--- config.mk ---
export PLATFORM = sky130hd
export DESIGN_NAME = wdtrf_top
export DESIGN_NICKNAME = d
export VERILOG_FILES = /design/src/wdtrf_top.v /design/src/wdtrf_osc_tick.v /design/src/wdtrf_counter.v
export VERILOG_INCLUDE_DIRS = /design/src /design/src/inc
export SDC_FILE = /design/constraint.sdc
export NUM_CORES = 1
export LEC_CHECK = 0
export BUFFER_PORTS_ARGS = -buffer_cell sky130_fd_sc_hd__buf_2
export CAP_MARGIN = 10
export CORE_ASPECT_RATIO = 1.5
export CORE_MARGIN = 2
export CORE_UTILIZATION = 52
export DETAILED_ROUTE_END_ITERATION = 12
export GPL_TIMING_DRIVEN = 1
export PLACE_DENSITY_LB_ADDON = 0.05
export SLEW_MARGIN = 0
export SYNTH_ARGS = -nofsm -noshare
export SYNTH_HDL_FRONTEND = slang
export SYNTH_SLANG_ARGS = --single-unit
export TNS_END_PERCENT = 50
--- constraint.sdc ---
create_clock -name clk -period 3.64 [get_ports clk]
set_input_delay 0.364 -clock clk [delete_from_list [all_inputs] [get_ports clk]]
set_output_delay 0.364 -clock clk [all_outputs]
set_load 0.1 [all_outputs]
--- src/inc/wdtrf_consts.vh ---
// Constants for the watchdog timer with reset-cause flags.
// Assumes 20 MHz system clock and a 32-bit APB register port.
`ifndef WDTRF_CONSTS_VH
`define WDTRF_CONSTS_VH

// ----------------------------------------------------------------
// Register indices and byte addresses
// ----------------------------------------------------------------
`define WDTRF_CTRL_IDX      8'h21
`define WDTRF_CTRL_ADDR     12'h084
`define WDTRF_STAT_ADDR     12'h088
`define WDTRF_STRAP_ADDR    12'h08c

// ----------------------------------------------------------------
// Control register fields
// ----------------------------------------------------------------
`define WDTRF_C_FLAG        7
`define WDTRF_C_IE          6
`define WDTRF_C_P3          5
`define WDTRF_C_UNLOCK      4
`define WDTRF_C_EN          3

// ----------------------------------------------------------------
// Status register fields
// ----------------------------------------------------------------
`define WDTRF_S_WDR         3
`define WDTRF_S_BOR         2
`define WDTRF_S_EXT         1
`define WDTRF_S_POR         0

// ----------------------------------------------------------------
// Timing
// ----------------------------------------------------------------
`define WDTRF_UNLOCK_CYC    3'h4
`define WDTRF_OSC_HZ        128000
`define WDTRF_SYS_HZ        20000000
`define WDTRF_PER_MAX       4'h9
`define WDTRF_BASE_LOG2     11

`endif

--- src/wdtrf_top.v ---
// Watchdog timer with safety levels, timed unlock and reset-cause flags.
// Assumes an APB master on clk, and reset-cause inputs synchronous to clk.
`timescale 1ns/100ps
`include "wdtrf_consts.vh"

module wdtrf_top #(
    parameter integer SYS_HZ = `WDTRF_SYS_HZ,
    parameter integer OSC_HZ = `WDTRF_OSC_HZ
) (
    input  wire        clk,
    input  wire        rst_n,
    input  wire        psel,
    input  wire        penable,
    input  wire        pwrite,
    input  wire [11:0] paddr,
    input  wire [31:0] pwdata,
    output wire        pready,
    output reg  [31:0] prdata,
    output wire        pslverr,
    input  wire        wdAlwaysOnFuse,
    input  wire        wdRestartInstruction,
    input  wire        globalIrqEnable,
    input  wire        wdIrqAck,
    input  wire        poweronReset,
    input  wire        brownoutReset,
    input  wire        externalReset,
    output reg         wdResetPulse_ff,
    output wire        wdIrq
);
    // ----------------------------------------------------------------
    // Fuse synchronisation and bus decode
    // ----------------------------------------------------------------
    reg        fuseMeta_ff;
    reg        fuseSync_ff;
    reg        wdEnableBit_ff;
    reg        wdIrqEnable_ff;
    reg        wdTimeoutFlag_ff;
    reg        wdChangeUnlock_ff;
    reg  [2:0] unlockCnt_ff;
    reg  [3:0] wdPeriodSelect_ff;
    reg        wdResetCauseFlag_ff;
    reg        brownoutCauseFlag_ff;
    reg        externalCauseFlag_ff;
    reg        poweronCauseFlag_ff;
    reg        nxt_en;
    reg        nxt_ie;
    reg  [3:0] nxt_per;
    wire       levelTwo;
    wire       wrCycle;
    wire       wrCtrl;
    wire       wrStat;
    wire       timeout;
    wire       tick;
    wire       chipReset;
    wire       enRead;
    wire [3:0] wrPer;
    wire       addrOk;

    // Fuse is a pin level, so it passes two flip-flops first
    always @(posedge clk) begin
        if (!rst_n) begin
            fuseMeta_ff <= 1'b0;
            fuseSync_ff <= 1'b0;
        end else begin
            fuseMeta_ff <= wdAlwaysOnFuse;
            fuseSync_ff <= fuseMeta_ff;
        end
    end

    assign levelTwo = fuseSync_ff;
    assign wrCycle  = psel && penable && pwrite;
    assign wrCtrl   = wrCycle && (paddr == `WDTRF_CTRL_ADDR);
    assign wrStat   = wrCycle && (paddr == `WDTRF_STAT_ADDR);
    assign addrOk   = (paddr == `WDTRF_CTRL_ADDR) || (paddr == `WDTRF_STAT_ADDR) ||
                      (paddr == `WDTRF_STRAP_ADDR);
    // Zero wait states; unmapped addresses answer with an error
    assign pready   = 1'b1;
    assign pslverr  = psel && penable && !addrOk;
    assign wrPer    = {pwdata[`WDTRF_C_P3], pwdata[2:0]};
    assign chipReset = poweronReset || brownoutReset || externalReset || wdResetPulse_ff;

    // ----------------------------------------------------------------
    // Oscillator and counter
    // ----------------------------------------------------------------
    wdtrf_osc_tick #(
        .SYS_HZ (SYS_HZ),
        .OSC_HZ (OSC_HZ)
    ) uOsc (
        .clk     (clk),
        .rst_n   (rst_n),
        .tick_ff (tick)
    );

    wdtrf_counter #(
        .CNT_W (21)
    ) uCnt (
        .clk        (clk),
        .rst_n      (rst_n),
        .tick       (tick),
        .clear      (wdRestartInstruction || chipReset),
        .run        (wdEnableBit_ff || wdIrqEnable_ff),
        .periodSel  (wdPeriodSelect_ff),
        .timeout_ff (timeout)
    );

    // ----------------------------------------------------------------
    // Control register next state
    // ----------------------------------------------------------------
    // Unlock only matters for clearing enable and, at level two, changing the period
    always @* begin
        nxt_en  = wdEnableBit_ff;
        nxt_ie  = wdIrqEnable_ff;
        nxt_per = wdPeriodSelect_ff;
        if (wrCtrl) begin
            nxt_ie = pwdata[`WDTRF_C_IE];
            if (pwdata[`WDTRF_C_EN]) begin
                nxt_en = 1'b1;
            end else if (wdChangeUnlock_ff) begin
                nxt_en = 1'b0;
            end
            if (!levelTwo || wdChangeUnlock_ff) begin
                nxt_per = wrPer;
            end
        end
        // Hardware clear of irq enable wins over a same-cycle write
        if (timeout && wdEnableBit_ff) begin
            nxt_ie = 1'b0;
        end
        if (levelTwo || wdResetCauseFlag_ff) begin
            nxt_en = 1'b1;
        end
    end

    // ----------------------------------------------------------------
    // Control register
    // ----------------------------------------------------------------
    // Chip reset reloads defaults; enable then follows fuse and flag
    always @(posedge clk) begin
        if (!rst_n || chipReset) begin
            wdEnableBit_ff    <= 1'b0;
            wdIrqEnable_ff    <= 1'b0;
            wdPeriodSelect_ff <= 4'h0;
            wdTimeoutFlag_ff  <= 1'b0;
        end else begin
            wdEnableBit_ff    <= nxt_en;
            wdIrqEnable_ff    <= nxt_ie;
            wdPeriodSelect_ff <= nxt_per;
            // Set wins over write-one and acknowledge
            if (timeout && wdIrqEnable_ff) begin
                wdTimeoutFlag_ff <= 1'b1;
            end else if ((wrCtrl && pwdata[`WDTRF_C_FLAG]) || wdIrqAck) begin
                wdTimeoutFlag_ff <= 1'b0;
            end
        end
    end

    // Unlock window: set by writing unlock and enable together
    always @(posedge clk) begin
        if (!rst_n || chipReset) begin
            wdChangeUnlock_ff <= 1'b0;
            unlockCnt_ff      <= 3'h0;
        end else if (wrCtrl && pwdata[`WDTRF_C_UNLOCK] && pwdata[`WDTRF_C_EN]) begin
            wdChangeUnlock_ff <= 1'b1;
            unlockCnt_ff      <= `WDTRF_UNLOCK_CYC;
        end else if (wrCtrl || unlockCnt_ff == 3'h1) begin
            wdChangeUnlock_ff <= 1'b0;
            unlockCnt_ff      <= 3'h0;
        end else if (unlockCnt_ff != 3'h0) begin
            unlockCnt_ff      <= unlockCnt_ff - 3'h1;
        end
    end

    // ----------------------------------------------------------------
    // Reset pulse
    // ----------------------------------------------------------------
    // Reset mode: enable set and irq enable clear
    always @(posedge clk) begin
        if (!rst_n) begin
            wdResetPulse_ff <= 1'b0;
        end else begin
            wdResetPulse_ff <= timeout && wdEnableBit_ff && !wdIrqEnable_ff;
        end
    end

    // Interrupt request, gated by both enables
    assign wdIrq = wdTimeoutFlag_ff && wdIrqEnable_ff && globalIrqEnable;

    // ----------------------------------------------------------------
    // Reset-cause flags
    // ----------------------------------------------------------------
    // Causes win over software clears; power-on clears the others
    always @(posedge clk) begin
        if (!rst_n) begin
            wdResetCauseFlag_ff  <= 1'b0;
            brownoutCauseFlag_ff <= 1'b0;
            externalCauseFlag_ff <= 1'b0;
            poweronCauseFlag_ff  <= 1'b1;
        end else if (poweronReset) begin
            wdResetCauseFlag_ff  <= 1'b0;
            brownoutCauseFlag_ff <= 1'b0;
            externalCauseFlag_ff <= 1'b0;
            poweronCauseFlag_ff  <= 1'b1;
        end else begin
            if (wdResetPulse_ff) begin
                wdResetCauseFlag_ff <= 1'b1;
            end else if (wrStat && !pwdata[`WDTRF_S_WDR]) begin
                wdResetCauseFlag_ff <= 1'b0;
            end
            if (brownoutReset) begin
                brownoutCauseFlag_ff <= 1'b1;
            end else if (wrStat && !pwdata[`WDTRF_S_BOR]) begin
                brownoutCauseFlag_ff <= 1'b0;
            end
            if (externalReset) begin
                externalCauseFlag_ff <= 1'b1;
            end else if (wrStat && !pwdata[`WDTRF_S_EXT]) begin
                externalCauseFlag_ff <= 1'b0;
            end
            if (wrStat && !pwdata[`WDTRF_S_POR]) begin
                poweronCauseFlag_ff <= 1'b0;
            end
        end
    end

    // ----------------------------------------------------------------
    // Read path
    // ----------------------------------------------------------------
    assign enRead = wdEnableBit_ff || levelTwo;

    // Read data registered from the setup cycle so it stands in the access phase
    always @(posedge clk) begin
        if (!rst_n) begin
            prdata <= 32'h0;
        end else if (psel && !penable && !pwrite) begin
            case (paddr)
                `WDTRF_CTRL_ADDR: prdata <= {24'h0, wdTimeoutFlag_ff, wdIrqEnable_ff,
                    wdPeriodSelect_ff[3], wdChangeUnlock_ff, enRead,
                    wdPeriodSelect_ff[2:0]};
                `WDTRF_STAT_ADDR: prdata <= {28'h0, wdResetCauseFlag_ff,
                    brownoutCauseFlag_ff, externalCauseFlag_ff, poweronCauseFlag_ff};
                `WDTRF_STRAP_ADDR: prdata <= {31'h0, levelTwo};
                default: prdata <= 32'h0;
            endcase
        end
    end
endmodule // wdtrf_top

--- src/wdtrf_osc_tick.v ---
// Divider standing in for the 128 kHz on-chip watchdog oscillator.
// Assumes a free-running system clock; emits one tick per oscillator cycle.
`timescale 1ns/100ps
`include "wdtrf_consts.vh"

module wdtrf_osc_tick #(
    parameter integer SYS_HZ = `WDTRF_SYS_HZ,
    parameter integer OSC_HZ = `WDTRF_OSC_HZ
) (
    input  wire clk,
    input  wire rst_n,
    output reg  tick_ff
);
    // ----------------------------------------------------------------
    // Fractional accumulator
    // ----------------------------------------------------------------
    // Accumulator keeps the mean rate exact although 20 MHz / 128 kHz is not whole
    reg  [31:0] acc_ff;
    reg  [31:0] nxt_acc;
    reg         nxt_tick;

    always @* begin
        nxt_acc  = acc_ff + OSC_HZ;
        nxt_tick = 1'b0;
        if (nxt_acc >= SYS_HZ) begin
            nxt_acc  = nxt_acc - SYS_HZ;
            nxt_tick = 1'b1;
        end
    end

    // Registers
    always @(posedge clk) begin
        if (!rst_n) begin
            acc_ff  <= 32'h0;
            tick_ff <= 1'b0;
        end else begin
            acc_ff  <= nxt_acc;
            tick_ff <= nxt_tick;
        end
    end
endmodule // wdtrf_osc_tick

--- src/wdtrf_counter.v ---
// Watchdog count and time-out detection on oscillator ticks.
// Assumes tick is a one-cycle pulse in the system clock domain.
`timescale 1ns/100ps
`include "wdtrf_consts.vh"

module wdtrf_counter #(
    parameter integer CNT_W = 21
) (
    input  wire       clk,
    input  wire       rst_n,
    input  wire       tick,
    input  wire       clear,
    input  wire       run,
    input  wire [3:0] periodSel,
    output reg        timeout_ff
);
    // ----------------------------------------------------------------
    // Counter
    // ----------------------------------------------------------------
    reg  [CNT_W-1:0] cnt_ff;
    wire [3:0]       effSel;
    wire [CNT_W-1:0] limit;

    // Reserved codes fall back to the longest valid period
    assign effSel = (periodSel > `WDTRF_PER_MAX) ? `WDTRF_PER_MAX : periodSel;
    assign limit  = {{(CNT_W-1){1'b0}}, 1'b1} << (effSel + `WDTRF_BASE_LOG2);

    // Count ticks; a time-out restarts from zero
    always @(posedge clk) begin
        if (!rst_n || clear || !run) begin
            cnt_ff     <= {CNT_W{1'b0}};
            timeout_ff <= 1'b0;
        end else if (tick && (cnt_ff + 1'b1 >= limit)) begin
            cnt_ff     <= {CNT_W{1'b0}};
            timeout_ff <= 1'b1;
        end else begin
            cnt_ff     <= tick ? cnt_ff + 1'b1 : cnt_ff;
            timeout_ff <= 1'b0;
        end
    end
endmodule // wdtrf_counter

# After elaboration in Yosys (flattened, before gate mapping)
# Index checks and enable logic that the tools add are counted.
totals:
  register_bits: 105
  latchBits: 0
  ramBits: 0
  rom_bits: 0
  input_bits: 56
  out_inout_bits: 36
  elab_cells: 116
  mem_count: 0
classes:
  add_sub_neg: 5
  multipliers: 0
  div: 0
  order_cmp: 3
  n_eq_ne: 4
  n_shift: 1
  muxes: 22
  bitwise: 1
  n_reduce_logical: 61
ops:
  columns: ["operator", "n"]
  rows:
  - ["equality test 12 x 8 -> 1 bit (second input constant)", 3]
  - ["adder 32 x 17 -> 32 bit (second input constant)", 1]
  - ["greater-or-equal comparator 32 x 25 -> 1 bit (second input constant)", 1]
  - ["2-to-1 mux 32 bit", 1]
  - ["<< shifter 1 x 32 -> 21 bit (first input constant)", 1]
  - ["subtractor 32 x 25 -> 32 bit (second input constant)", 1]
  - ["case mux 8 bit (3 select lines)", 1]
  - ["adder 21 x 1 -> 21 bit (second input constant)", 1]
  - ["greater-or-equal comparator 21 bit", 1]
  - ["logical AND 1 bit", 20]
  - ["2-to-1 mux 1 bit", 16]
  - ["logical OR 1 bit", 15]
  - ["nonzero test 2 bit", 6]
  - ["zero test 1 bit", 11]
  - ["2-to-1 mux 3 bit", 3]
  - ["nonzero test 3 bit", 3]
  - ["OR reduction 2 bit", 3]
  - ["adder 4 x 4 -> 5 bit (second input constant)", 1]
  - ["greater-than comparator 4 bit (second input constant)", 1]
  - ["2-to-1 mux 4 bit", 1]
  - ["AND reduction 2 bit", 2]
  - ["equality test 3 x 1 -> 1 bit (second input constant)", 1]
  - ["OR reduction 3 bit", 1]
  - ["subtractor 3 x 1 -> 3 bit (second input constant)", 1]
  - ["inverter 1 bit", 1]

# Logic depth before layout (Yosys ltp)
# Gate-level depths: netlist (run 1).
logic_depth:
  depth_word: 7
  ltp_mapped: 21
  depth_no_buf: 18

# By module
# Synthesis (run 1) repeated with hierarchy kept, for this count alone.
unflattened:
  hier_cells: 681
  area_unflattened_um2: 5524.0
by_module_without_submodules:
  columns: ["module", "n_inst", "cells_each", "area_per_inst_um2", "seq_area_each_um2"]
  rows:
  - ["wdtrf_osc_tick", 1, 255, 2040.7, 500.5]
  - ["wdtrf_counter", 1, 252, 2033.2, 440.4]
  - ["wdtrf_top", 1, 174, 1450.1, 520.5]

# Worst setup path before layout (run 1)
# No wires, ideal clock.
synth_timing:
  path_type: "register to register"
  startpoint: "register uCnt.cnt_ff[2]"
  endpoint: "register uCnt.cnt_ff[10]"
  setup_ns: 0.078
  arrival_time_ns: 3.492
  required_time_ns: 3.562
  path_slack_ns: 0.070
  stages_incl_launch_ff: 18
  path_buffers: 3
  period_less_slack_ns: 3.570
  cell_sequence: "dfxtp_1 clkbuf_1 nand3_1 nor2_1 and4_1 and3_1 and3_1 and2_1 clkbuf_1 nand2_1 xnor2_1 ha_1 a21o_1 a21o_1 a311oi_1 a21oi_1 clkbuf_1 nor3_1"
synth_between:
  elab_chain_cells: 4
synth_rtl:
  columns: ["item", "line_no", "source"]
  rows:
  - ["start, declared", "wdtrf_counter.v:20", "reg [CNT_W-1:0] cnt_ff;"]
  - ["start signal, assigned", "wdtrf_counter.v:31", "cnt_ff <= {CNT_W{1'b0}};"]
  - ["start signal, assigned", "wdtrf_counter.v:34", "cnt_ff <= {CNT_W{1'b0}};"]
  - ["start signal, assigned", "wdtrf_counter.v:37", "cnt_ff <= tick ? cnt_ff + 1'b1 : cnt_ff;"]
  - ["adder 21 x 1 -> 21 bit (*)", "wdtrf_counter.v:33, wdtrf_counter.v:37", null]
  - ["greater-or-equal comparator 21 bit", "wdtrf_counter.v:33", "end else if (tick && (cnt_ff + 1'b1 >= limit)) begin"]
  - ["logical AND 1 bit", "wdtrf_counter.v:33", null]
  - ["OR reduction 2 bit (no line)", null, null]
# Every way passes the cells marked *; elsewhere a longest branch is shown, timed or not.
# A chain may end at the register's enable or synchronous reset.

# Final worst setup path (run 1)
layout_timing:
  startpoint: "register wdPeriodSelect_ff[1]"
  endpoint: "register uCnt.cnt_ff[3]"
layout_between:
  elab_chain_cells: 7
layout_rtl:
  columns: ["item", "line_no", "source"]
  rows:
  - ["start, declared", "wdtrf_top.v:40", "reg [3:0] wdPeriodSelect_ff;"]
  - ["start signal, assigned", "wdtrf_top.v:147", "wdPeriodSelect_ff <= nxt_per;"]
  - ["greater-than comparator 4 bit (no line)", null, null]
  - ["2-to-1 mux 4 bit (*)", "wdtrf_counter.v:25", "assign effSel = (periodSel > `WDTRF_PER_MAX) ? `WDTRF_PER_MAX : periodSel;"]
  - ["adder 4 x 4 -> 5 bit (no line) (*)", null, null]
  - ["<< shifter 1 x 32 -> 21 bit (*)", "wdtrf_counter.v:26", "assign limit = {{(CNT_W-1){1'b0}}, 1'b1} << (effSel + `WDTRF_BASE_LOG2);"]
  - ["greater-or-equal comparator 21 bit (*)", "wdtrf_counter.v:33", null]
  - ["logical AND 1 bit (*)", "wdtrf_counter.v:33", null]
  - ["OR reduction 2 bit (no line) (*)", null, null]
# Marked as above.

==> out/results.txt, run 1 <==
Netlist cell types - 62
worst path cell trace - or2_2, a21oi_2, buf_4, ha_1, and3_1, nand2_1, ha_1, a21oi_1, nor2b_1, o21ai_1, a21oi_1, o31ai_1, a21oi_1, o21ai_1, a21oi_2, buf_12, nor3_1
via count - 4553
# port buffers - 42
GRT Total Usage - 23.1%
CP max-delay cell - or2_2
critical path endpoint category - register
Worst-Skew Late Latency - 340 ps
Avg WL per Cell - 14.3 um
vias in the first global route - 4491
Initial DRC Count - 183
Hold Buf Count CTS - 0
mean post-synth cell area - 7.94 sq um
number of synthesized register bits - 73
vias per cell - 5.55
Setup TNS - 0 ps
final wirelength - 11700 um
grt ovf - 0
CTS Buffer Depth - 2
Worst Tran Pin Value - 1020 ps
CP Class - register to register
post-route clock period utilization - 92.2%
sequential-to-total area share from yosys stat - 28.0%
DRC - 2
Synth Warn # - 0
total power - 3.51 mW
Worst Path Arrival - 3610 ps
crit path launch type - register
area growth from synthesis to layout - 12.4%
max capacitance violation total - 0
Max VDD drop - 0.542 mV
Cell Area, Synth - 5220 sq um
post-route ant nets - 0
clock-pin slew on the worst setup and hold paths - 60 ps
Core Rows - 44
Synth Instances - 657
critical path fanouts, max - 20
critical path required time - 3890 ps
RePlAce Congestion - 0.852
Lkg Pwr - 2.50 nW
antenna diode count - 0
Min Hold Slack - 228 ps
clk_skew - 5.18 ps
clock sink total - 73
I/O pin total - 92
EDFF count, synth - 0
DP HPWL - 8870 um
Initial Util - 53.5%
crit path from - wdPeriodSelect_ff[1]
Final #Nets - 789
FILL cells - 933
DRT Pass-1 Iters - 9
top_reg_cell synth - dfxtp_1
antenna violations before repair - 0
Synth top area share - 28.0%
CTS tree - done
most frequent cells in the layout - 73 x dfxtp_1, 67 x nor2_1, 55 x nand2_1, 42 x buf_2, 37 x xor2_1
cell taking the most area after synthesis - dfxtp_1
fmax - 298 MHz
Core Region - 9740 sq um
final instance area - 5860 sq um
Root Buffer - clkbuf_16
top cells by area, synth - dfxtp_1 28%, ha_1 7.7%, xor2_1 6.2%
cell mode on critical path - a21oi_1
fin crit period - 3360 ps
Worst Hold Class - input pin to register
global-route wire length before repair - 20200 um
H-tree lvl count - 3
Die Span X - 85.8 um
share of cells above drive strength 1 - 15.9%
Fin. Hold Viols - 0
pin count of the biggest net entering global routing - 33
number of max-slew violations in the final report - 0
die height - 127 um
placed cell area - 5530 sq um
HP Start - wdAlwaysOnFuse
outcome - finished, violations left
Worst R2R Start - wdPeriodSelect_ff[1]
Setup-failing EPs final - 0
die area - 10900 sq um
power per cell area - 598 nW/um^2
async set or reset register ratio after synthesis - 0%
Slew HR - 32.2%
unrepaired setup endpoints after global routing - no
commonest non-fill, non-tap cell in the layout - dfxtp_1
CTS Buf Count - 9
Worst path max stage delay - 340 ps
failing checks - DRC
==> flip-flops by register name, indices dropped and copies added, names as in the netlist, 3 cells and up <==
signal	cells
uOsc.acc_ff	24
uCnt.cnt_ff	21
prdata	8
wdPeriodSelect_ff	4
unlockCnt_ff	3
==> power breakdown <==
part	internal (mW)	switching (mW)	total, mW
logic	0.634	0.874	1.51
registers	0.927	0.213	1.14
clock network	0.516	0.341	0.857
==> synthesized netlist by cell type (2+ instances only) <==
master,count
dfxtp_1,73
nor2_1,69
nand2_1,55
xor2_1,37
a21oi_1,35
xnor2_1,35
ha_1,32
nor3_1,30
buf_4,28
o21ai_0,26
clkbuf_1,23
inv_1,20
and3_1,19
nand3_1,18
nand4_1,14
nor2b_1,11
a22oi_1,10
or3_1,10
nand2b_1,9
a21o_1,8
and2_1,8
mux2i_1,7
a211oi_1,6
buf_2,5
a211o_1,4
mux2_2,4
o31ai_1,4
a211oi_2,3
a31oi_1,3
and4_1,3
and4b_1,3
nand4b_1,3
nor3b_1,3
nor4_1,3
o21bai_1,3
a31o_2,2
and3b_1,2
conb_1,2
nand3b_1,2
o22ai_1,2
or2_2,2
==> layer usage <==
layer / routed length [um] / share of wire (%) / global-route usage, %
met5: 0 / 0 / 0
met4: 323 / 2.8 / 10.5
met3: 388 / 3.3 / 5.01
met2: 6270 / 53 / 41.4
met1: 4750 / 41 / 25.7
==> worst paths after layout <==
kind,to,slack [ps],cells past startpoint
setup / recovery,uCnt.cnt_ff[3],280,17
hold / removal,fuseMeta_ff,230,2
setup reg to reg,uCnt.cnt_ff[3],280,17
hold reg to reg,fuseSync_ff,440,1
==> per-stage QoR <==
step | std cells | setup slack, ps | utilization (%)
global route | 821 | 10.1 | 60.2
floorplan | 680 | 69.9 | -
detailed placement | 804 | 169 | 56.8
CTS | 820 | 124 | 59.8
finish | 821 | 284 | 60.2
global placement | 804 | 199 | 56.8
==> worst max-delay path: cells and delay by family (launching register included) <==
kind | cells | cell delay [ps]
fa+ha+maj | 2 | 560
compound gates | 8 | 1220
buf+inv | 2 | 310
simple gates | 5 | 880
flops | 1 | 310
==> what timing repair did <==
action,CTS,global route
gates resized for setup,0,9
buffers inserted,0,1
setup endpoints to repair,0,20
==> cell type report <==
type | instances | area, sq um | share of cell area [%]
repair buffers | 68 | 418 | 7.13
clock inverters | 4 | 26.3 | 0.448
well taps | 115 | 144 | 2.45
flip-flops and latches | 73 | 1460 | 24.9
inverters | 20 | 75.1 | 1.28
clock buffers | 12 | 267 | 4.55
multi-input cells | 529 | 3470 | 59.2
==> cells by family after synthesis <==
logic type | share of synthesized area, %
AOI/OAI and AO/OA | 15.3
xor gates and xnor gates | 12.1
adders and majority gates | 7.68
buffers and inverters | 7.77
DFF | 28.0
muxes | 2.21
other | 0.144
and+or+nand+nor | 26.8
Power figures use the tool's default switching activity.
==> run 2: changes to the inputs <==
CELL_PAD_IN_SITES_DETAIL_PLACEMENT = 0   (was not set)
CELL_PAD_IN_SITES_GLOBAL_PLACEMENT = 1   (was not set)
CORE_UTILIZATION = 38   (was 52)
SYNTH_HIERARCHICAL = 1   (was not set)
==> run 2 against run 1 <==
Compared with the run above:
- the flow now finishes without violations
- via count increased by 13%
- die area increased by 43%
- critical endpoint is now uCnt/cnt_ff[5]
- synthesized area is 5.9% higher
- highest routed layer unchanged
- fmax down 4.6%
==> out/results.txt, run 2 <==
Synth Warn # - 6
switching share of power - 43.9%
FILL cells - 1512
Netlist cell types - 84
Avg WL per Cell - 16.1 um
Worst R2R Start - uCnt/cnt_ff[8]
critical path fanouts, max - 12
Slew HR - 46.2%
GRT Total Usage - 19.9%
cell total after placement - 927
Seq pwr share - 32.4%
grt ovf - 0
Root Buffer - clkbuf_16
Initial DRC Count - 176
Core Rows - 54
Final #Nets - 832
Hold Buf Count CTS - 0
Worst path max stage delay - 380 ps
sequential-to-total area share from yosys stat - 26.5%
most frequent cells in the layout - 73 x dfxtp_1, 56 x nand3_1, 49 x nand2_1, 47 x buf_4, 43 x a21oi_1
die height - 152 um
async set or reset register ratio after synthesis - 0%
number of max-slew violations in the final report - 0
DP HPWL - 11600 um
Setup-failing EPs final - 0
clk_skew - 6.67 ps
final wirelength - 15300 um
die area - 15500 sq um
CTS tree - done
Die Span X - 102 um
# port buffers - 42
share of cells above drive strength 1 - 21.0%
commonest non-fill, non-tap cell in the layout - dfxtp_1
CTS Buffer Depth - 2
clock sink total - 73
via count - 5157
Lkg Pwr - 2.53 nW
CP max-delay cell - a221oi_4
fmax - 284 MHz
biggest regs - uOsc/acc_ff (24), uCnt/cnt_ff (21), prdata (8)
critical path required time - 3910 ps
Non-Filler Instances - 945
Biggest register - uOsc/acc_ff
Largest register FFs - 24
EDFF count, synth - 0
area growth from synthesis to layout - 15.4%
worst path cell trace - and4_2, nand4_1, or2_1, o21a_1, or2_2, ha_1, and2_0, a221o_1, a221oi_4, o211a_4, and3_4, a22o_1
number of synthesized register bits - 73
clock-pin slew on the worst setup and hold paths - 60 ps
H-tree lvl count - 3
antenna violations before repair - 0
I/O pin total - 92
Worst Tran Pin Value - 806 ps
DRT Pass-1 Iters - 4
most frequent cell after synthesis - dfxtp_1
crit path from - uCnt/cnt_ff[8]
clock share of power - 23.5%
HP Start - wdAlwaysOnFuse
outcome - complete, no violations
power per cell area - 551 nW/um^2
vias in the first global route - 5037
Initial Util - 38.4%
CP Class - register to register
cell taking the most area after synthesis - dfxtp_1
Synth Instances - 681
Post-synth top cells - 73 x dfxtp_1, 57 x nand3_1, 49 x nand2_1, 45 x nor2_1, 43 x a21oi_1
total power - 3.51 mW
pin count of the biggest net entering global routing - 25
top cells by area, synth - dfxtp_1 26%, ha_1 7.2%, nand3_1 5.2%
Switching Power - 1.54 mW
Int Pwr - 1.97 mW
max capacitance violation total - 0
top_reg_cell synth - dfxtp_1
critical path endpoint category - register
Synth top area share - 26.5%
Core Region - 14400 sq um
mean post-synth cell area - 8.11 sq um
Cell Area, Synth - 5520 sq um
Worst-Skew Late Latency - 330 ps
post-route ant nets - 0
Worst Path Arrival - 3790 ps
DRC - 0
fin crit period - 3520 ps
global-route wire length before repair - 24300 um
Gate power share - 44.1%
CTS Buf Count - 9
crit path launch type - register
post-route clock period utilization - 96.7%
RePlAce Congestion - 0.806
Max VDD drop - 0.219 mV
vias per cell - 5.46
antenna diode count - 0
Fin. Hold Viols - 0
Worst Hold Class - input pin to register
run 2: final timing paths:
check / endpoint / slack, ps / cells past startpoint
worst min register to register: fuseSync_ff / 450 / 1
worst max-delay path: uCnt/cnt_ff[5] / 120 / 12
worst min-delay path: fuseMeta_ff / 240 / 2
worst max register to register: uCnt/cnt_ff[5] / 120 / 12
run 2: timing repair:
| item | 4_1_cts | 5_1_grt |
|---|---|---|
| hold endpoints to repair | 0 | 0 |
| endpoints found under the setup margin | 17 | 19 |
| resized for setup | 2 | 14 |
| gates cloned | 0 | 1 |
| setup buffers | 0 | 1 |
| pin swaps | 0 | 4 |
run 2: metrics by stage:
step	hold WS (ps)	setup WS, ps	area, sq um	setup TNS [ps]	utilization, %
floorplan	412	10.1	5610	0	-
global placement	427	1.57	6020	0	41.8
detailed placement	421	-54.4	6020	-404	41.8
CTS	237	7.83	6290	0	43.7
global route	239	-14.5	6370	-14.8	44.3
finish	245	121	6370	0	44.3
run 2: critical path: cells and delay by family (launching register included):
kind                       cells  cell delay [ps]
and+or+nand+nor                6             1480
adders and majority gates      1              310
AOI/OAI and AO/OA              5             1330
DFF                            1              340
run 2: layout make-up:
cell class,instances,area [sq um],share of cell area (%)
Clock buffer,10,229,3.59
Clock inverter,6,42.5,0.667
Inverter,21,78.8,1.24
Multi-Input combinational cell,550,3750,58.9
Sequential cell,73,1460,22.9
Tap cell,196,245,3.85
Timing Repair Buffer,89,563,8.83
run 2: kinds of logic after synthesis:
family	after synthesis	share of synthesized area (%)
DFF	73	26.5
xor gates and xnor gates	40	6.34
AOI/OAI and AO/OA	164	22.2
other	2	0.136
buffers and inverters	82	8.72
and+or+nand+nor	285	28.3
adders and majority gates	32	7.25
muxes	3	0.612
run 2: layer usage:
layer	global-route usage (%)	up-vias	share of wire, %
met2	36.1	98	54
li1	-	2576	-
met4	9.67	0	3.4
met3	2.66	37	2.3
met5	0	-	0
met1	22.3	2446	40
run 2: power groups by stage:
| stage | sequential, mW | clock (mW) | combinational [mW] |
|---|---|---|---|
| finish | 1.14 | 0.827 | 1.55 |
| global route | 1.16 | 0.892 | 1.72 |
| CTS | 1.14 | 0.864 | 1.55 |
| detailed placement | 1.16 | 0 | 1.53 |
| global placement | 1.15 | 0 | 1.51 |
| floorplan | 1.03 | 0 | 1.39 |
==> run 3: changes to the inputs <==
MAX_ROUTING_LAYER = met4   (was not set)
PLACE_DENSITY = 0.89   (was not set)
PLACE_DENSITY_LB_ADDON = not set   (was 0.05)
==> run 3 against run 2 <==
Compared with the run above:
- wire length is 12% lower
- die area unchanged
- worst setup slack improved by 56 ps
- fmax up 1.6%
- register-to-register slack better by 60 ps
- power increased by 1.0%
- critical path type unchanged
- largest cell class unchanged
==> out/results.txt, run 3 (synthesis gave the netlist of run 2 again) <==
area growth from synthesis to layout - 12.9%
Largest register FFs - 24
DRC - 0
commonest non-fill, non-tap cell in the layout - dfxtp_1
antenna diode count - 0
post-route clock period utilization - 95.1%
vias per cell - 5.42
global-route wire length before repair - 21900 um
Root Buffer - clkbuf_16
switching share of power - 43.7%
share of cells above drive strength 1 - 19.2%
clk_skew - 12.3 ps
power per cell area - 569 nW/um^2
Worst Hold Class - input pin to register
total power - 3.55 mW
CTS Buf Count - 9
Int Pwr - 2.00 mW
Initial DRC Count - 193
placed cell area - 5920 sq um
crit path launch type - register
Max VDD drop - 0.472 mV
Die Span X - 102 um
# port buffers - 42
die height - 152 um
CP Class - register to register
clock sink total - 73
I/O pin total - 92
Setup-failing EPs final - 0
Worst-Skew Late Latency - 340 ps
outcome - complete, no violations
via count - 5036
Worst Path Arrival - 3750 ps
critical path endpoint category - register
RePlAce Congestion - 0.882
number of max-slew violations in the final report - 0
Slew HR - 47.6%
vias in the first global route - 4671
Core Region - 14400 sq um
Worst Tran Pin Value - 785 ps
fin crit period - 3460 ps
clock-pin slew on the worst setup and hold paths - 70 ps
DRT Pass-1 Iters - 5
post-route ant nets - 0
Switching Power - 1.55 mW
final wirelength - 13500 um
Final #Nets - 817
H-tree lvl count - 3
critical path required time - 3930 ps
Setup TNS - 0 ps
biggest regs - uOsc/acc_ff (24), uCnt/cnt_ff (21), prdata (8)
Seq pwr share - 31.6%
fmax - 289 MHz
final instance area - 6240 sq um
die area - 15500 sq um
Biggest register - uOsc/acc_ff
Avg WL per Cell - 14.5 um
pin count of the biggest net entering global routing - 25
critical path fanouts, max - 12
Fin. Hold Viols - 0
Core Rows - 54
clock share of power - 24.7%
CTS tree - done
DP HPWL - 10100 um
antenna violations before repair - 0
Initial Util - 38.4%
grt ovf - 0
Post-CTS Setup Inserts - 0
Gate power share - 43.7%
CTS Buffer Depth - 2
GRT Total Usage - 18.1%
most frequent cells in the layout - 71 x dfxtp_1, 57 x nand3_1, 49 x nand2_1, 43 x nor2_1, 43 x a21oi_1
Lkg Pwr - 2.43 nW
max capacitance violation total - 0
-- run 3: final timing paths --
| check | from | to | slack, ps | depth (start not counted) |
|---|---|---|---|---|
| worst max-delay path | uCnt/cnt_ff[8] | uCnt/cnt_ff[20] | 180 | 12 |
| worst min-delay path | wdAlwaysOnFuse | fuseMeta_ff | 230 | 2 |
| worst max register to register | uCnt/cnt_ff[8] | uCnt/cnt_ff[20] | 180 | 12 |
| worst min register to register | fuseMeta_ff | fuseSync_ff | 430 | 1 |
-- run 3: critical path, stage by stage (launching register included) --
cell and delay [ps]:
dfxtp_1 370, and4_4 280, nand4_1 130, or2_1 250
o21a_1 180, or2_2 300, ha_1 310, and2_0 150
a221o_1 330, a221oi_4 330, o211a_4 290, and3_4 310
a22o_2 180
-- run 3: cell type report --
| cell class | instances | area, sq um |
|---|---|---|
| tap | 196 | 245 |
| inverter | 21 | 78.8 |
| multi-input combinational | 549 | 3700 |
| sequential | 73 | 1460 |
| timing repair buffer | 75 | 458 |
| clock buffer | 9 | 225 |
| clock inverter | 7 | 60.1 |
| fill | 1491 | 8160 |
-- run 3: through the flow --
stage | hold slack (ps) | utilization, % | cells | worst slack (ps)
after global placement | 414 | 41.1 | 914 | 147
after floorplan | 412 | - | 704 | 10.1
after CTS | 220 | 43.1 | 930 | 37.3
after global routing | 218 | 43.3 | 930 | -19.7
after detailed placement | 419 | 41.1 | 914 | 63.4
final | 227 | 43.3 | 930 | 177
-- run 3: repair_timing --
action                     4_1_cts  5_1_grt
hold endpoints to repair         0        0
setup endpoints to repair        0       21
hold buffers                     0        0
resized for setup                0       10
-- run 3: per-layer routing --
layer / GRT usage (%) / share of wire, %
met5: - / 0
met4: 8.27 / 3.0
met3: 2.57 / 3.1
met2: 32.4 / 53
met1: 19.5 / 41
-- run 3: power by group through the flow --
stage | registers, mW | logic, mW | clock network (mW)
final | 1.12 | 1.55 | 0.876
after global routing | 1.15 | 1.72 | 0.934
after CTS | 1.12 | 1.55 | 0.898
after detailed placement | 1.14 | 1.54 | 0
after global placement | 1.14 | 1.53 | 0
after floorplan | 1.03 | 1.39 | 0
